File: src/ddrgb_pkg.sv
/*
  Package for the DDR output gearbox and input delay block: register map, control field
  positions, reset values, enumerations and timing constants.
  Assumes a 32-bit APB register bus and one system clock of 50 MHz.
*/
package ddrgb_pkg;

  // Register byte addresses.
  localparam logic [11:0] DDRGB_CTRL_ADDR = 12'h000;
  localparam logic [11:0] DDRGB_STATUS_ADDR = 12'h004;

  // Control register field positions.
  localparam int DDRGB_CTRL_EN_BIT = 0;
  localparam int DDRGB_CTRL_MODE_LSB = 1;
  localparam int DDRGB_CTRL_GEAR_BIT = 3;
  localparam int DDRGB_CTRL_DLYM_LSB = 4;
  localparam int DDRGB_CTRL_MULT_LSB = 6;
  localparam int DDRGB_CTRL_SCLK_BIT = 10;
  localparam int DDRGB_CTRL_WIDTH = 11;
  localparam logic [10:0] DDRGB_CTRL_RESET = 11'h000;

  // Status register field positions.
  localparam int DDRGB_STAT_CODE_LSB = 0;
  localparam int DDRGB_STAT_SLOT_LSB = 4;
  localparam int DDRGB_STAT_GEAR_BIT = 8;
  localparam int DDRGB_STAT_OE_BIT = 9;

  // Block modes.
  typedef enum logic [1:0] {
    DDRGB_MODE_INPUT = 2'h0,
    DDRGB_MODE_OUTPUT = 2'h1,
    DDRGB_MODE_BIDIR = 2'h2,
    DDRGB_MODE_TRISTATE = 2'h3
  } ddrgb_mode_type;

  // Input delay modes.
  typedef enum logic [1:0] {
    DDRGB_DLY_DYNAMIC = 2'h0,
    DDRGB_DLY_FIXED = 2'h1,
    DDRGB_DLY_PRESET = 2'h2
  } ddrgb_dly_type;

  // Serializer slots, one per edge-clock half period, written one-hot.
  typedef enum logic [3:0] {
    DDRGB_SLOT0 = 4'h1,
    DDRGB_SLOT1 = 4'h2,
    DDRGB_SLOT2 = 4'h4,
    DDRGB_SLOT3 = 4'h8
  } ddrgb_slot_type;

  // Delay line figures.
  localparam int DDRGB_CODE_BITS = 4;
  localparam int DDRGB_TAPS = 16;
  localparam int DDRGB_STEP_PS = 35;
  localparam logic [3:0] DDRGB_MULT_RESET = 4'h0;

  // Timing: one system clock period stands for one edge-clock half period.
  localparam int DDRGB_SYS_CLK_MHZ = 50;
  localparam int DDRGB_SYS_PERIOD_PS = 1000000 / DDRGB_SYS_CLK_MHZ;
  localparam int DDRGB_SLOTS_1X = 2;
  localparam int DDRGB_SLOTS_2X = 4;

endpackage

File: src/ddrgb_top.sv
/*
  DDR output serializer (1x), output gearbox (2x), tristate DDR register and a 16-tap input
  delay element, configured and observed over APB.
  Assumes all inputs are synchronous to SYS_CLK; each SYS_CLK cycle is one half period of
  the modelled edge clock, and FABRIC_EN marks the slow fabric clock as an enable pulse.
*/
`timescale 1ns/10ps
module ddrgb_top import ddrgb_pkg::*; #(
  parameter int WIDTH = 8,
  parameter logic [3:0] PRESET_CODE = 4'h8
) (
  // Clock and reset.
  input wire logic SYS_CLK,
  input wire logic RST,
  // APB slave.
  input wire logic PSEL,
  input wire logic PENABLE,
  input wire logic PWRITE,
  input wire logic [11:0] PADDR,
  input wire logic [31:0] PWDATA,
  output logic [31:0] PRDATA,
  output logic PREADY,
  output logic PSLVERR,
  // Fabric side data for the serializer and gearbox.
  input wire logic [WIDTH-1:0] NEG_PHASE_DATA_A,
  input wire logic [WIDTH-1:0] POS_PHASE_DATA_A,
  input wire logic [WIDTH-1:0] NEG_PHASE_DATA_B,
  input wire logic [WIDTH-1:0] POS_PHASE_DATA_B,
  input wire logic [WIDTH-1:0] NEG_PHASE_TS_IN,
  input wire logic [WIDTH-1:0] POS_PHASE_TS_IN,
  input wire logic [3:0] DELAY_CODE,
  output logic FABRIC_EN,
  output logic NBR_CELL_BUSY,
  // Pad side.
  output logic [WIDTH-1:0] PAD_OUT,
  output logic [WIDTH-1:0] PAD_OE,
  input wire logic [WIDTH-1:0] PAD_IN,
  output logic [WIDTH-1:0] DELAYED_DATA
);

  // Resolves the delay code that the delay line uses. Fixed and preset modes ignore the
  // dynamic input entirely, so fabric logic need not drive it with anything meaningful.
  function automatic logic [3:0] eff_code(input logic [1:0] dm, input logic [3:0] mult,
                                          input logic [3:0] dyn);
    logic [3:0] c;
    c = dyn;
    if (dm == DDRGB_DLY_FIXED) begin
      c = mult;
    end else if (dm == DDRGB_DLY_PRESET) begin
      c = PRESET_CODE;
    end
    return c;
  endfunction

  // Register state; every name ending in _ff is a flip-flop, nxt_ names its next value.
  logic [10:0] ctrl_ff, nxt_ctrl;
  logic [31:0] prdata_ff, nxt_prdata;
  logic pready_ff, nxt_pready;
  logic pslverr_ff, nxt_pslverr;
  ddrgb_slot_type slot_ff, nxt_slot;
  logic fab_en_ff, nxt_fab_en;
  logic busy_ff, nxt_busy;
  logic [WIDTH-1:0] stage_ff [4];
  logic [WIDTH-1:0] nxt_stage [4];
  logic [WIDTH-1:0] word_ff [4];
  logic [WIDTH-1:0] nxt_word [4];
  logic [WIDTH-1:0] ts_stage_ff [2];
  logic [WIDTH-1:0] nxt_ts_stage [2];
  logic [WIDTH-1:0] ts_word_ff [2];
  logic [WIDTH-1:0] nxt_ts_word [2];
  logic [WIDTH-1:0] pad_ff, nxt_pad;
  logic [WIDTH-1:0] oe_ff, nxt_oe;
  logic [WIDTH-1:0] taps_ff [DDRGB_TAPS];
  logic [WIDTH-1:0] nxt_taps [DDRGB_TAPS];
  logic [WIDTH-1:0] dly_ff, nxt_dly;

  // Decodes of the control word, shared by the processes below.
  logic enable;
  ddrgb_mode_type mode;
  logic gear2x;
  logic single_clk;
  logic [3:0] code;
  logic last_slot;
  logic delay_on;

  // Decoded control fields; 2x is refused outside input and output modes.
  assign enable = ctrl_ff[DDRGB_CTRL_EN_BIT];
  assign mode = ddrgb_mode_type'(ctrl_ff[DDRGB_CTRL_MODE_LSB +: 2]);
  assign gear2x = ctrl_ff[DDRGB_CTRL_GEAR_BIT] && (mode == DDRGB_MODE_INPUT ||
                  mode == DDRGB_MODE_OUTPUT);
  assign single_clk = ctrl_ff[DDRGB_CTRL_SCLK_BIT] && !gear2x;
  assign code = eff_code(ctrl_ff[DDRGB_CTRL_DLYM_LSB +: 2],
                         ctrl_ff[DDRGB_CTRL_MULT_LSB +: 4], DELAY_CODE);
  assign delay_on = (mode == DDRGB_MODE_INPUT || mode == DDRGB_MODE_BIDIR);
  assign last_slot = gear2x ? (slot_ff == DDRGB_SLOT3) : (slot_ff == DDRGB_SLOT1);

  // APB slave: one wait state, unmapped addresses answer with an error and zero data.
  always_comb begin
    nxt_ctrl = ctrl_ff;
    nxt_prdata = prdata_ff;
    nxt_pready = 1'b0;
    nxt_pslverr = 1'b0;
    if (PSEL && PENABLE && !pready_ff) begin
      nxt_pready = 1'b1;
      nxt_prdata = 32'h0000_0000;
      if (PADDR == DDRGB_CTRL_ADDR) begin
        if (!PWRITE) begin
          nxt_prdata[DDRGB_CTRL_WIDTH-1:0] = ctrl_ff;
        end
      end else if (PADDR == DDRGB_STATUS_ADDR) begin
        if (!PWRITE) begin
          nxt_prdata[DDRGB_STAT_CODE_LSB +: 4] = code;
          nxt_prdata[DDRGB_STAT_SLOT_LSB +: 4] = slot_ff;
          nxt_prdata[DDRGB_STAT_GEAR_BIT] = gear2x;
          nxt_prdata[DDRGB_STAT_OE_BIT] = |oe_ff;
        end
      end else begin
        nxt_pslverr = 1'b1;
      end
    end
    // A write lands on the edge that ends the transfer, where the master sees ready; taking
    // it one edge earlier would act before the slave had answered.
    if (PSEL && PENABLE && pready_ff && PWRITE && (PADDR == DDRGB_CTRL_ADDR)) begin
      nxt_ctrl = PWDATA[DDRGB_CTRL_WIDTH-1:0];
    end
  end

  // Register bus state. Read data keeps its last value between replies; the master takes
  // it only in the cycle in which ready stands.
  always_ff @(posedge SYS_CLK) begin
    if (RST) begin
      ctrl_ff <= DDRGB_CTRL_RESET;
      prdata_ff <= 32'h0000_0000;
      pready_ff <= 1'b0;
      pslverr_ff <= 1'b0;
    end else begin
      ctrl_ff <= nxt_ctrl;
      prdata_ff <= nxt_prdata;
      pready_ff <= nxt_pready;
      pslverr_ff <= nxt_pslverr;
    end
  end

  // Slot sequencer: the slow fabric enable is one pulse per full word, so in 2x the fabric
  // rate is exactly half the edge-clock rate and locked to it.
  // A disabled block parks in the first slot, so every start puts slot 1, a positive phase, on the pad first.
  always_comb begin
    nxt_slot = DDRGB_SLOT0;
    if (enable) begin
      case (slot_ff)
        DDRGB_SLOT0: nxt_slot = DDRGB_SLOT1;
        DDRGB_SLOT1: nxt_slot = gear2x ? DDRGB_SLOT2 : DDRGB_SLOT0;
        DDRGB_SLOT2: nxt_slot = DDRGB_SLOT3;
        DDRGB_SLOT3: nxt_slot = DDRGB_SLOT0;
        default: nxt_slot = DDRGB_SLOT0;
      endcase
    end
    nxt_fab_en = enable && (gear2x ? (nxt_slot == DDRGB_SLOT3) :
                 (nxt_slot == DDRGB_SLOT1));
    // The neighbour cell's registers are claimed only while 2x is really in force.
    nxt_busy = gear2x;
  end

  // Word capture. With separate clocks the fabric word first lands in a transfer stage;
  // the single-clock option skips it and saves one word of latency.
  always_comb begin
    nxt_stage = stage_ff;
    nxt_word = word_ff;
    nxt_ts_stage = ts_stage_ff;
    nxt_ts_word = ts_word_ff;
    if (enable && last_slot) begin
      nxt_stage[0] = NEG_PHASE_DATA_A;
      nxt_stage[1] = POS_PHASE_DATA_A;
      nxt_stage[2] = NEG_PHASE_DATA_B;
      nxt_stage[3] = POS_PHASE_DATA_B;
      // Drive enables take the same path as the data so both stay on the same slot.
      nxt_ts_stage[0] = NEG_PHASE_TS_IN;
      nxt_ts_stage[1] = POS_PHASE_TS_IN;
      if (single_clk) begin
        nxt_word[0] = NEG_PHASE_DATA_A;
        nxt_word[1] = POS_PHASE_DATA_A;
        nxt_ts_word[0] = NEG_PHASE_TS_IN;
        nxt_ts_word[1] = POS_PHASE_TS_IN;
      end else begin
        nxt_word[0] = stage_ff[0];
        nxt_word[1] = stage_ff[1];
        nxt_ts_word[0] = ts_stage_ff[0];
        nxt_ts_word[1] = ts_stage_ff[1];
      end
      // Upper half of the word lives in the paired cell's registers.
      nxt_word[2] = stage_ff[2];
      nxt_word[3] = stage_ff[3];
    end
  end

  // Pad mux, advanced on every edge-clock half period so the stream follows that clock.
  always_comb begin
    nxt_pad = '0;
    nxt_oe = '0;
    if (enable) begin
      case (nxt_slot)
        DDRGB_SLOT0: nxt_pad = nxt_word[0];
        DDRGB_SLOT1: nxt_pad = nxt_word[1];
        DDRGB_SLOT2: nxt_pad = nxt_word[2];
        DDRGB_SLOT3: nxt_pad = nxt_word[3];
        default: nxt_pad = '0;
      endcase
      case (mode)
        DDRGB_MODE_OUTPUT: nxt_oe = '1;
        DDRGB_MODE_BIDIR, DDRGB_MODE_TRISTATE: begin
          nxt_oe = (nxt_slot == DDRGB_SLOT1) ? nxt_ts_word[1] : nxt_ts_word[0];
        end
        default: nxt_oe = '0;
      endcase
      // Input mode keeps the pad data low so no stale word reaches a receiving pin.
      if (mode == DDRGB_MODE_INPUT) begin
        nxt_pad = '0;
      end
    end
  end

  // Reset empties every stage, so the pad stays low until the first word after release.
  always_ff @(posedge SYS_CLK) begin
    if (RST) begin
      slot_ff <= DDRGB_SLOT0;
      fab_en_ff <= 1'b0;
      busy_ff <= 1'b0;
      stage_ff <= '{default: '0};
      word_ff <= '{default: '0};
      ts_stage_ff <= '{default: '0};
      ts_word_ff <= '{default: '0};
      pad_ff <= '0;
      oe_ff <= '0;
    end else begin
      slot_ff <= nxt_slot;
      fab_en_ff <= nxt_fab_en;
      busy_ff <= nxt_busy;
      stage_ff <= nxt_stage;
      word_ff <= nxt_word;
      ts_stage_ff <= nxt_ts_stage;
      ts_word_ff <= nxt_ts_word;
      pad_ff <= nxt_pad;
      oe_ff <= nxt_oe;
    end
  end

  // Input delay line: tap k stands for k steps of the fine delay, scaled to whole cycles
  // here since a 35 ps step is far below one system clock period.
  // A code change takes effect at once, so a word in flight may see a bit twice or lose one.
  always_comb begin
    nxt_taps[0] = PAD_IN;
    for (int k = 1; k < DDRGB_TAPS; k++) begin
      nxt_taps[k] = taps_ff[k-1];
    end
    nxt_dly = '0;
    if (delay_on) begin
      nxt_dly = (code == 4'h0) ? PAD_IN : taps_ff[code - 4'h1];
    end
  end

  // The taps clear on reset, so delayed data reads low until the line has refilled.
  always_ff @(posedge SYS_CLK) begin
    if (RST) begin
      taps_ff <= '{default: '0};
      dly_ff <= '0;
    end else begin
      taps_ff <= nxt_taps;
      dly_ff <= nxt_dly;
    end
  end

  // Outputs come straight from flip-flops.
  // No output passes through logic after its register, so pad timing is set by the clock.
  assign PRDATA = prdata_ff;
  assign PREADY = pready_ff;
  assign PSLVERR = pslverr_ff;
  assign FABRIC_EN = fab_en_ff;
  assign NBR_CELL_BUSY = busy_ff;
  assign PAD_OUT = pad_ff;
  assign PAD_OE = oe_ff;
  assign DELAYED_DATA = dly_ff;

endmodule

File: config.mk
export PLATFORM = sky130hd
export DESIGN_NAME = ddrgb_top
export DESIGN_NICKNAME = d
export VERILOG_FILES = /design/src/ddrgb_pkg.sv /design/src/ddrgb_top.sv
export SDC_FILE = /design/constraint.sdc
export NUM_CORES = 1
export LEC_CHECK = 0
export BUFFER_PORTS_ARGS = -buffer_cell sky130_fd_sc_hd__buf_2
export CORE_ASPECT_RATIO = 0.75
export CORE_MARGIN = 10
export CORE_UTILIZATION = 57
export CTS_CLUSTER_SIZE = 16
export DETAILED_ROUTE_END_ITERATION = 10
export GPL_TIMING_DRIVEN = 0
export PLACE_DENSITY = 0.88
export SYNTH_ARGS = -nofsm -noshare
export SYNTH_HDL_FRONTEND = slang
export SYNTH_SLANG_ARGS = --single-unit
export TNS_END_PERCENT = 100
File: constraint.sdc
create_clock -name SYS_CLK -period 4.2 [get_ports SYS_CLK]
set_input_delay 0.63 -clock SYS_CLK [delete_from_list [all_inputs] [get_ports SYS_CLK]]
set_output_delay 0.63 -clock SYS_CLK [all_outputs]
set_load 0.02 [all_outputs]
## After elaboration in Yosys (flattened, before gate mapping)

Cells that the tools add are included.

| word-level totals | value |
|---|---|
| register bits | 278 |
| bits of input ports | 109 |
| word-level logic and storage cells | 105 |

| cells by class | value |
|---|---|
| add/sub/neg operators | 1 |
| order comparisons | 1 |
| eq/ne operators | 14 |
| multiplexer cells | 25 |
| bitwise operators | 4 |
| reductions and logical operators | 22 |

Operator list:

| kind | count |
|---|---|
| $mux 16 | 3 |
| $bmux 8 s4 | 1 |
| $mux 32 | 1 |
| $mux 8 | 4 |
| $pmux 8 s4 | 1 |
| $mux 10 | 3 |
| $pmux 8 s2 | 1 |
| $eq 12x3->1 const B | 1 |
| $logic_not 12->1 | 1 |
| $mux 4 | 3 |
| $pmux 4 s3 | 1 |
| $mux 11 | 1 |
| $logic_and 1x1->1 | 9 |
| $eq 4x1->1 const B | 2 |
| $eq 4x2->1 const B | 2 |
| $eq 4x3->1 const B | 2 |
| $eq 4x4->1 const B | 2 |
| $reduce_or 8->1 | 1 |
| $eq 2x2->1 const B | 3 |
| $reduce_or 2->1 | 3 |
| $reduce_or 3->1 | 2 |
| $ge 5x5->1 const B | 1 |
| $mux 1 | 5 |
| $not 4->5 | 1 |
| 8 further kinds | 13 |

## Longest topological paths before layout

| logic depth | value |
|---|---|
| depth in word-level cells | 9 |
| gate-level depth with buffers | 17 |

## Worst setup path before layout

No wires, ideal clock.

| timing | value |
|---|---|
| kind | input -> register |
| start point | in DELAY_CODE[0] |
| end point | reg dly_ff[5], in the netlist DELAYED_DATA[5] |
| library setup time | 134 ps |
| arrival | 3358 ps |
| slack | 708 ps |
| stages on the path | 16 |
| cells stage by stage | or3b_1 clkbuf_2 o21ai_2 buf_6 inv_4 buf_6 buf_4 ha_1 and2_1 a22o_2 or2_1 buf_6 buf_6 mux2i_1 a2111oi_2 a311oi_1 |

| between the ends | value |
|---|---|
| word-level cells in the longest chain between the ends | 8 |

Ends and longest elaborated chain:

| item | RTL line | RTL |
|---|---|---|
| start, declared | ddrgb_top.sv:31 | `input wire logic [3:0] DELAY_CODE,` |
| $mux 4 * | ddrgb_top.sv:49 | `end else if (dm == DDRGB_DLY_PRESET) begin` |
| $mux 4 * | ddrgb_top.sv:47 | `if (dm == DDRGB_DLY_FIXED) begin` |
| $sub 4x1->4 | ddrgb_top.sv:257 | `nxt_dly = (code == 4'h0) ? PAD_IN : taps_ff[code - 4'h1];` |
| $not 4->5 (implied by the code) | ddrgb_top.sv:257 |  |
| $bmux 8 s4 | ddrgb_top.sv:257 |  |
| $mux 8 (implied by the code) (2 in a row) | ddrgb_top.sv:257 |  |
| $mux 8 * | ddrgb_top.sv:257 |  |
| end signal, assigned | ddrgb_top.sv:268 | `dly_ff <= nxt_dly;` |
| end, declared | ddrgb_top.sv:75 | `logic [WIDTH-1:0] dly_ff, nxt_dly;` |

Every way passes the cells marked *; elsewhere a longest branch is shown, timed or not. The select of a mux whose other input is x is not followed.
A chain may end at the register's enable or synchronous reset.

## Worst setup path after layout

| timing | value |
|---|---|
| start point | reg ctrl_ff[4] |
| end point | reg dly_ff[4], in the netlist DELAYED_DATA[4] |

| between the ends | value |
|---|---|
| word-level cells in the longest chain between the ends | 9 |

Ends and longest elaborated chain:

| item | RTL line | RTL |
|---|---|---|
| start, declared | ddrgb_top.sv:56 | `logic [10:0] ctrl_ff, nxt_ctrl;` |
| start signal, assigned | ddrgb_top.sv:137 | `ctrl_ff <= nxt_ctrl;` |
| $eq 2x2->1 | ddrgb_top.sv:49 |  |
| $mux 4 | ddrgb_top.sv:49 |  |
| $mux 4 * | ddrgb_top.sv:47 |  |
| $sub 4x1->4 | ddrgb_top.sv:257 |  |
| $not 4->5 (implied by the code) | ddrgb_top.sv:257 |  |
| $bmux 8 s4 | ddrgb_top.sv:257 |  |
| $mux 8 (implied by the code) (2 in a row) | ddrgb_top.sv:257 |  |
| $mux 8 * | ddrgb_top.sv:257 |  |

Marks and branches as above.

==> summary.txt <==
Global route
  – Largest net degree at the start of global routing: 16
  – Vias in the first global route: 9645
  – Total GRT Usage: 23.97%
  – First-pass GRT wire length: 50920 µm
  – Met3 Track Usage GR: 6.684%
  – Grt met2 use: 36.62%
  – Initial antenna violation count: 0
  – M1 GR Usage: 32.59%
  – Grt total ovfl: 0
  – GR peak layer: met2

Power
  – Power per cell area: 414.6 nW/µm²
  – Worst-case vdd ir drop: 0.2988 mV
  – Leakage: 5.051 nW
  – Clock share of power: 46.2%
  – P_sw: 1.242 mW
  – Sw Share: 22.44%
  – Combinational power share: 5.7%
  – P_int: 4.293 mW
  – Seq pwr share: 48.1%

Routing
  – DRC viols: 0
  – Final WL: 32580 µm
  – Vias per cell: 5.957
  – Via count: 9918
  – DR iter-0 viols: 1235
  – First-pass DRT Iterations: 5
  – Wire per inst: 19.57 µm
  – DRT antenna net count: 0

Setup path
  – Stages on worst setup path: 15
  – R2r startpoint: ctrl_ff[4]
  – Worst EP required: 4.60 ns
  – R2R depth: 15
  – Worst path cell trace: buf_6 > or3b_1 > clkbuf_2 > o21ai_2 > buf_6 > inv_4 > buf_6 > buf_4 > ha_2 > and2_1 > a22o_2 > nor2_2 > clkbuf_1 > nand2_1 > a311oi_1
  – End of the critical path: DELAYED_DATA[4]
  – Crit path max-delay family: buffers and inverters
  – R2R Path End: DELAYED_DATA[4]
  – WP buf/inv: 7
  – Max stage delay cell, worst path: clkbuf_1
  – CP max stage delay: 0.48 ns
  – CP Launch Point: ctrl_ff[4]
  – Critical Path Source Type: register
  – CP Class: reg -> reg
  – Worst R2R Setup Slack: 0.16 ns
  – Crit path capture type: register
  – Cell mode on critical path: buf_6
  – Critical path peak fanout: 10
  – Crit path DAT: 4.44 ns

Timing
  – Worst slew margin: 18.89%
  – Final min period: 4.043 ns
  – Least-Margin Pin Slew: 1.207 ns
  – Final Hold Fails: 0
  – Crit share post-route: 96.27%
  – Max-slew violations: 0
  – Final setup violation count: 0
  – Fin Clk Skew: 0.01012 ns
  – Setup TNS: 0 ns
  – Worst hold slack: 0.3258 ns
  – RSZ-0062 raised after global routing: no
  – Max Freq: 247.3 MHz

Clock tree
  – CTS Buf Count: 26
  – Post-CTS Setup Inserts: 0
  – Root buffer cell: clkbuf_16
  – Worst skew pair latency: 0.54 ns
  – CTS tree: built
  – Clock Tree Buf Depth: 3
  – H-tree depth: 1
  – CTS clk-pin slew, worst paths: 0.06 ns
  – Sink Count: 278

Synth
  – Async SR Flop Fraction: 0%
  – Seq/Total Area, Yosys: 49.05%
  – Ys Warns: 0
  – Yosys cell types: 59
  – Syn Area/Cell: 9.300 µm²
  – FF+latch count, synth: 278
  – Synth top area share: 49.05%
  – Yosys top cell by area: dfxtp_1
  – Main flop type after synthesis: dfxtp_1
  – Number of synthesized flops with an enable pin: 0
  – Post-Synthesis Cells: 1220
  – Top cells by area, synth: dfxtp_1 (49%), nor2b_1 (7.3%), nand2_1 (5.4%)
  – Mapped cell area: 11350 µm²

Status
  – Status: finished, final reports clean

Die
  – Die area: 26010 µm²
  – Core area: 19430 µm²
  – Die Y-Extent: 142.2 µm
  – Top-level I/O count: 169
  – Starting Density: 58.38%
  – Placement Rows: 44
  – Die width: 182.9 µm

Hold path
  – Min-delay worst type: in -> reg

Layout
  – P&R area growth vs syn: 17.67%
  – N_diodes: 0
  – Final #Nets: 1503
  – Final Util: 68.70%
  – Fillcell total: 1450
  – Layout cell share with drive strength beyond 1: 18.20%

Placed design
  – Hpwl dp: 23700 µm
  – GPL Wtd Cong: 0.9262
  – # port buffers: 126

Flow run
  – Max-Cap Viols: 0
[placed cells by master, fill, tap and decap left out, types with 21 or more instances in the layout]
cell	n
nand3_1	47
dfxtp_1	278
a21oi_1	82
clkbuf_16	26
clkbuf_1	69
nor2b_1	132
nor2_1	85
conb_1	21
mux2i_1	55
buf_4	23
a211o_1	24
buf_2	136
nand2_1	162
[routing by layer]
metal  up-vias  share of wire, %
met5         -                 0
met4         0               2.5
met3        73                12
met2       603                43
met1      4672                42
li1       4570                 -
[how the worst min path moves through the flow]
stage | start | slack [ns] | depth (start not counted) | to
after floorplan | nxt_taps[88] | 0.43 | 1 | nxt_taps[80]
after global placement | nxt_taps[93] | 0.43 | 1 | nxt_taps[85]
after detailed placement | nxt_taps[88] | 0.45 | 1 | nxt_taps[80]
after CTS | NEG_PHASE_DATA_B[4] | 0.31 | 3 | stage_ff[12]
after global routing | POS_PHASE_DATA_B[6] | 0.32 | 3 | stage_ff[6]
final | NEG_PHASE_DATA_B[4] | 0.33 | 3 | stage_ff[12]
[power groups by stage]
| stage | combinational (mW) | clock [mW] | sequential (mW) |
|---|---|---|---|
| after global placement | 0.296 | 0 | 2.72 |
| after global routing | 0.334 | 2.69 | 2.66 |
| final | 0.315 | 2.56 | 2.66 |
| after detailed placement | 0.300 | 0 | 2.72 |
| after CTS | 0.306 | 2.57 | 2.66 |
| after floorplan | 0.169 | 0 | 2.73 |
[registers in the layout (all words and copies together) (netlist names)]
name,flops
ts_word_ff,16
NBR_CELL_BUSY,1
slot_ff,4
ctrl_ff,11
FABRIC_EN,1
DELAYED_DATA,8
PAD_OE,8
PSLVERR,1
PAD_OUT,8
ts_stage_ff,16
taps_ff,8
stage_ff,32
PRDATA,11
word_ff,32
PREADY,1
nxt_taps,120
[cell families after synthesis]
family / after synthesis / synth area share (%)
multiplexers: 79 / 8.855
flip-flops: 278 / 49.05
adder cells (fa/ha/maj): 1 / 0.1103
AND/OR/NAND/NOR: 495 / 21.57
other: 1 / 0.03305
AO/OA/AOI/OAI: 241 / 14.88
buffers and inverters: 125 / 5.503
[tightest hold or removal path, delay by kind of cell]
family	cells	cell delay (ns)
AOI/OAI and AO/OA	1	0.05
buffers and inverters	1	0.10
and+or+nand+nor	1	0.04
[what timing repair did]
| action | 4_1_cts | 5_1_grt |
|---|---|---|
| hold endpoints to repair | 0 | 0 |
| endpoints found under the setup margin | 7 | 2 |
| cloned | 0 | 0 |
| resized for setup | 11 | 2 |
| hold buffers | 0 | 0 |
[cell usage after synthesis, types with 2 or more instances]
master and number:
nor2_1 85, or2_2 3, a211oi_1 18, buf_4 23, nor2b_1 132, o2111a_1 7, nand3_1 47, a31oi_1 16
nor3b_2 2, mux2_2 6, a2111oi_0 6, or3_1 7, a22oi_1 9, nor3_1 14, a211o_1 24, and2_1 2
o2111ai_1 8, dfxtp_1 278, clkbuf_1 72, or3b_2 2, nor4_1 6, a41oi_1 7, mux2i_1 55, mux4_2 15
nand2b_1 3, a311oi_1 8, nor3b_1 14, buf_6 7, buf_1 7, nand2_1 162, a21oi_1 82, buf_2 10
inv_1 3, o22ai_1 7, o211a_1 7, o21ai_0 12, nand4_1 7, o211ai_1 15, nand3b_1 6, o311ai_0 7
[metrics by stage]
stage	cell area, µm²	total power, mW	cells	worst slack, ns
floorplan	11420	2.896	1240	0.7076
global placement	12370	3.015	1619	-0.9890
detailed placement	12370	3.020	1619	-1.063
CTS	13340	5.536	1665	0.1155
global route	13350	5.680	1665	0.06079
finish	13350	5.535	1665	0.1566
[cell type report]
type / count / area, µm² / share of cell area [%]
Multi-Input combinational cell: 837 / 5260 / 39.40
Inverter: 5 / 21.27 / 0.1593
Sequential cell: 278 / 5565 / 41.69
Tap cell: 253 / 316.6 / 2.371
Clock buffer: 35 / 764.5 / 5.726
Timing Repair Buffer: 126 / 630.6 / 4.724
Buffer: 119 / 603.1 / 4.517
Clock inverter: 12 / 188.9 / 1.415
No activity file was read; power rests on OpenSTA's default activity.
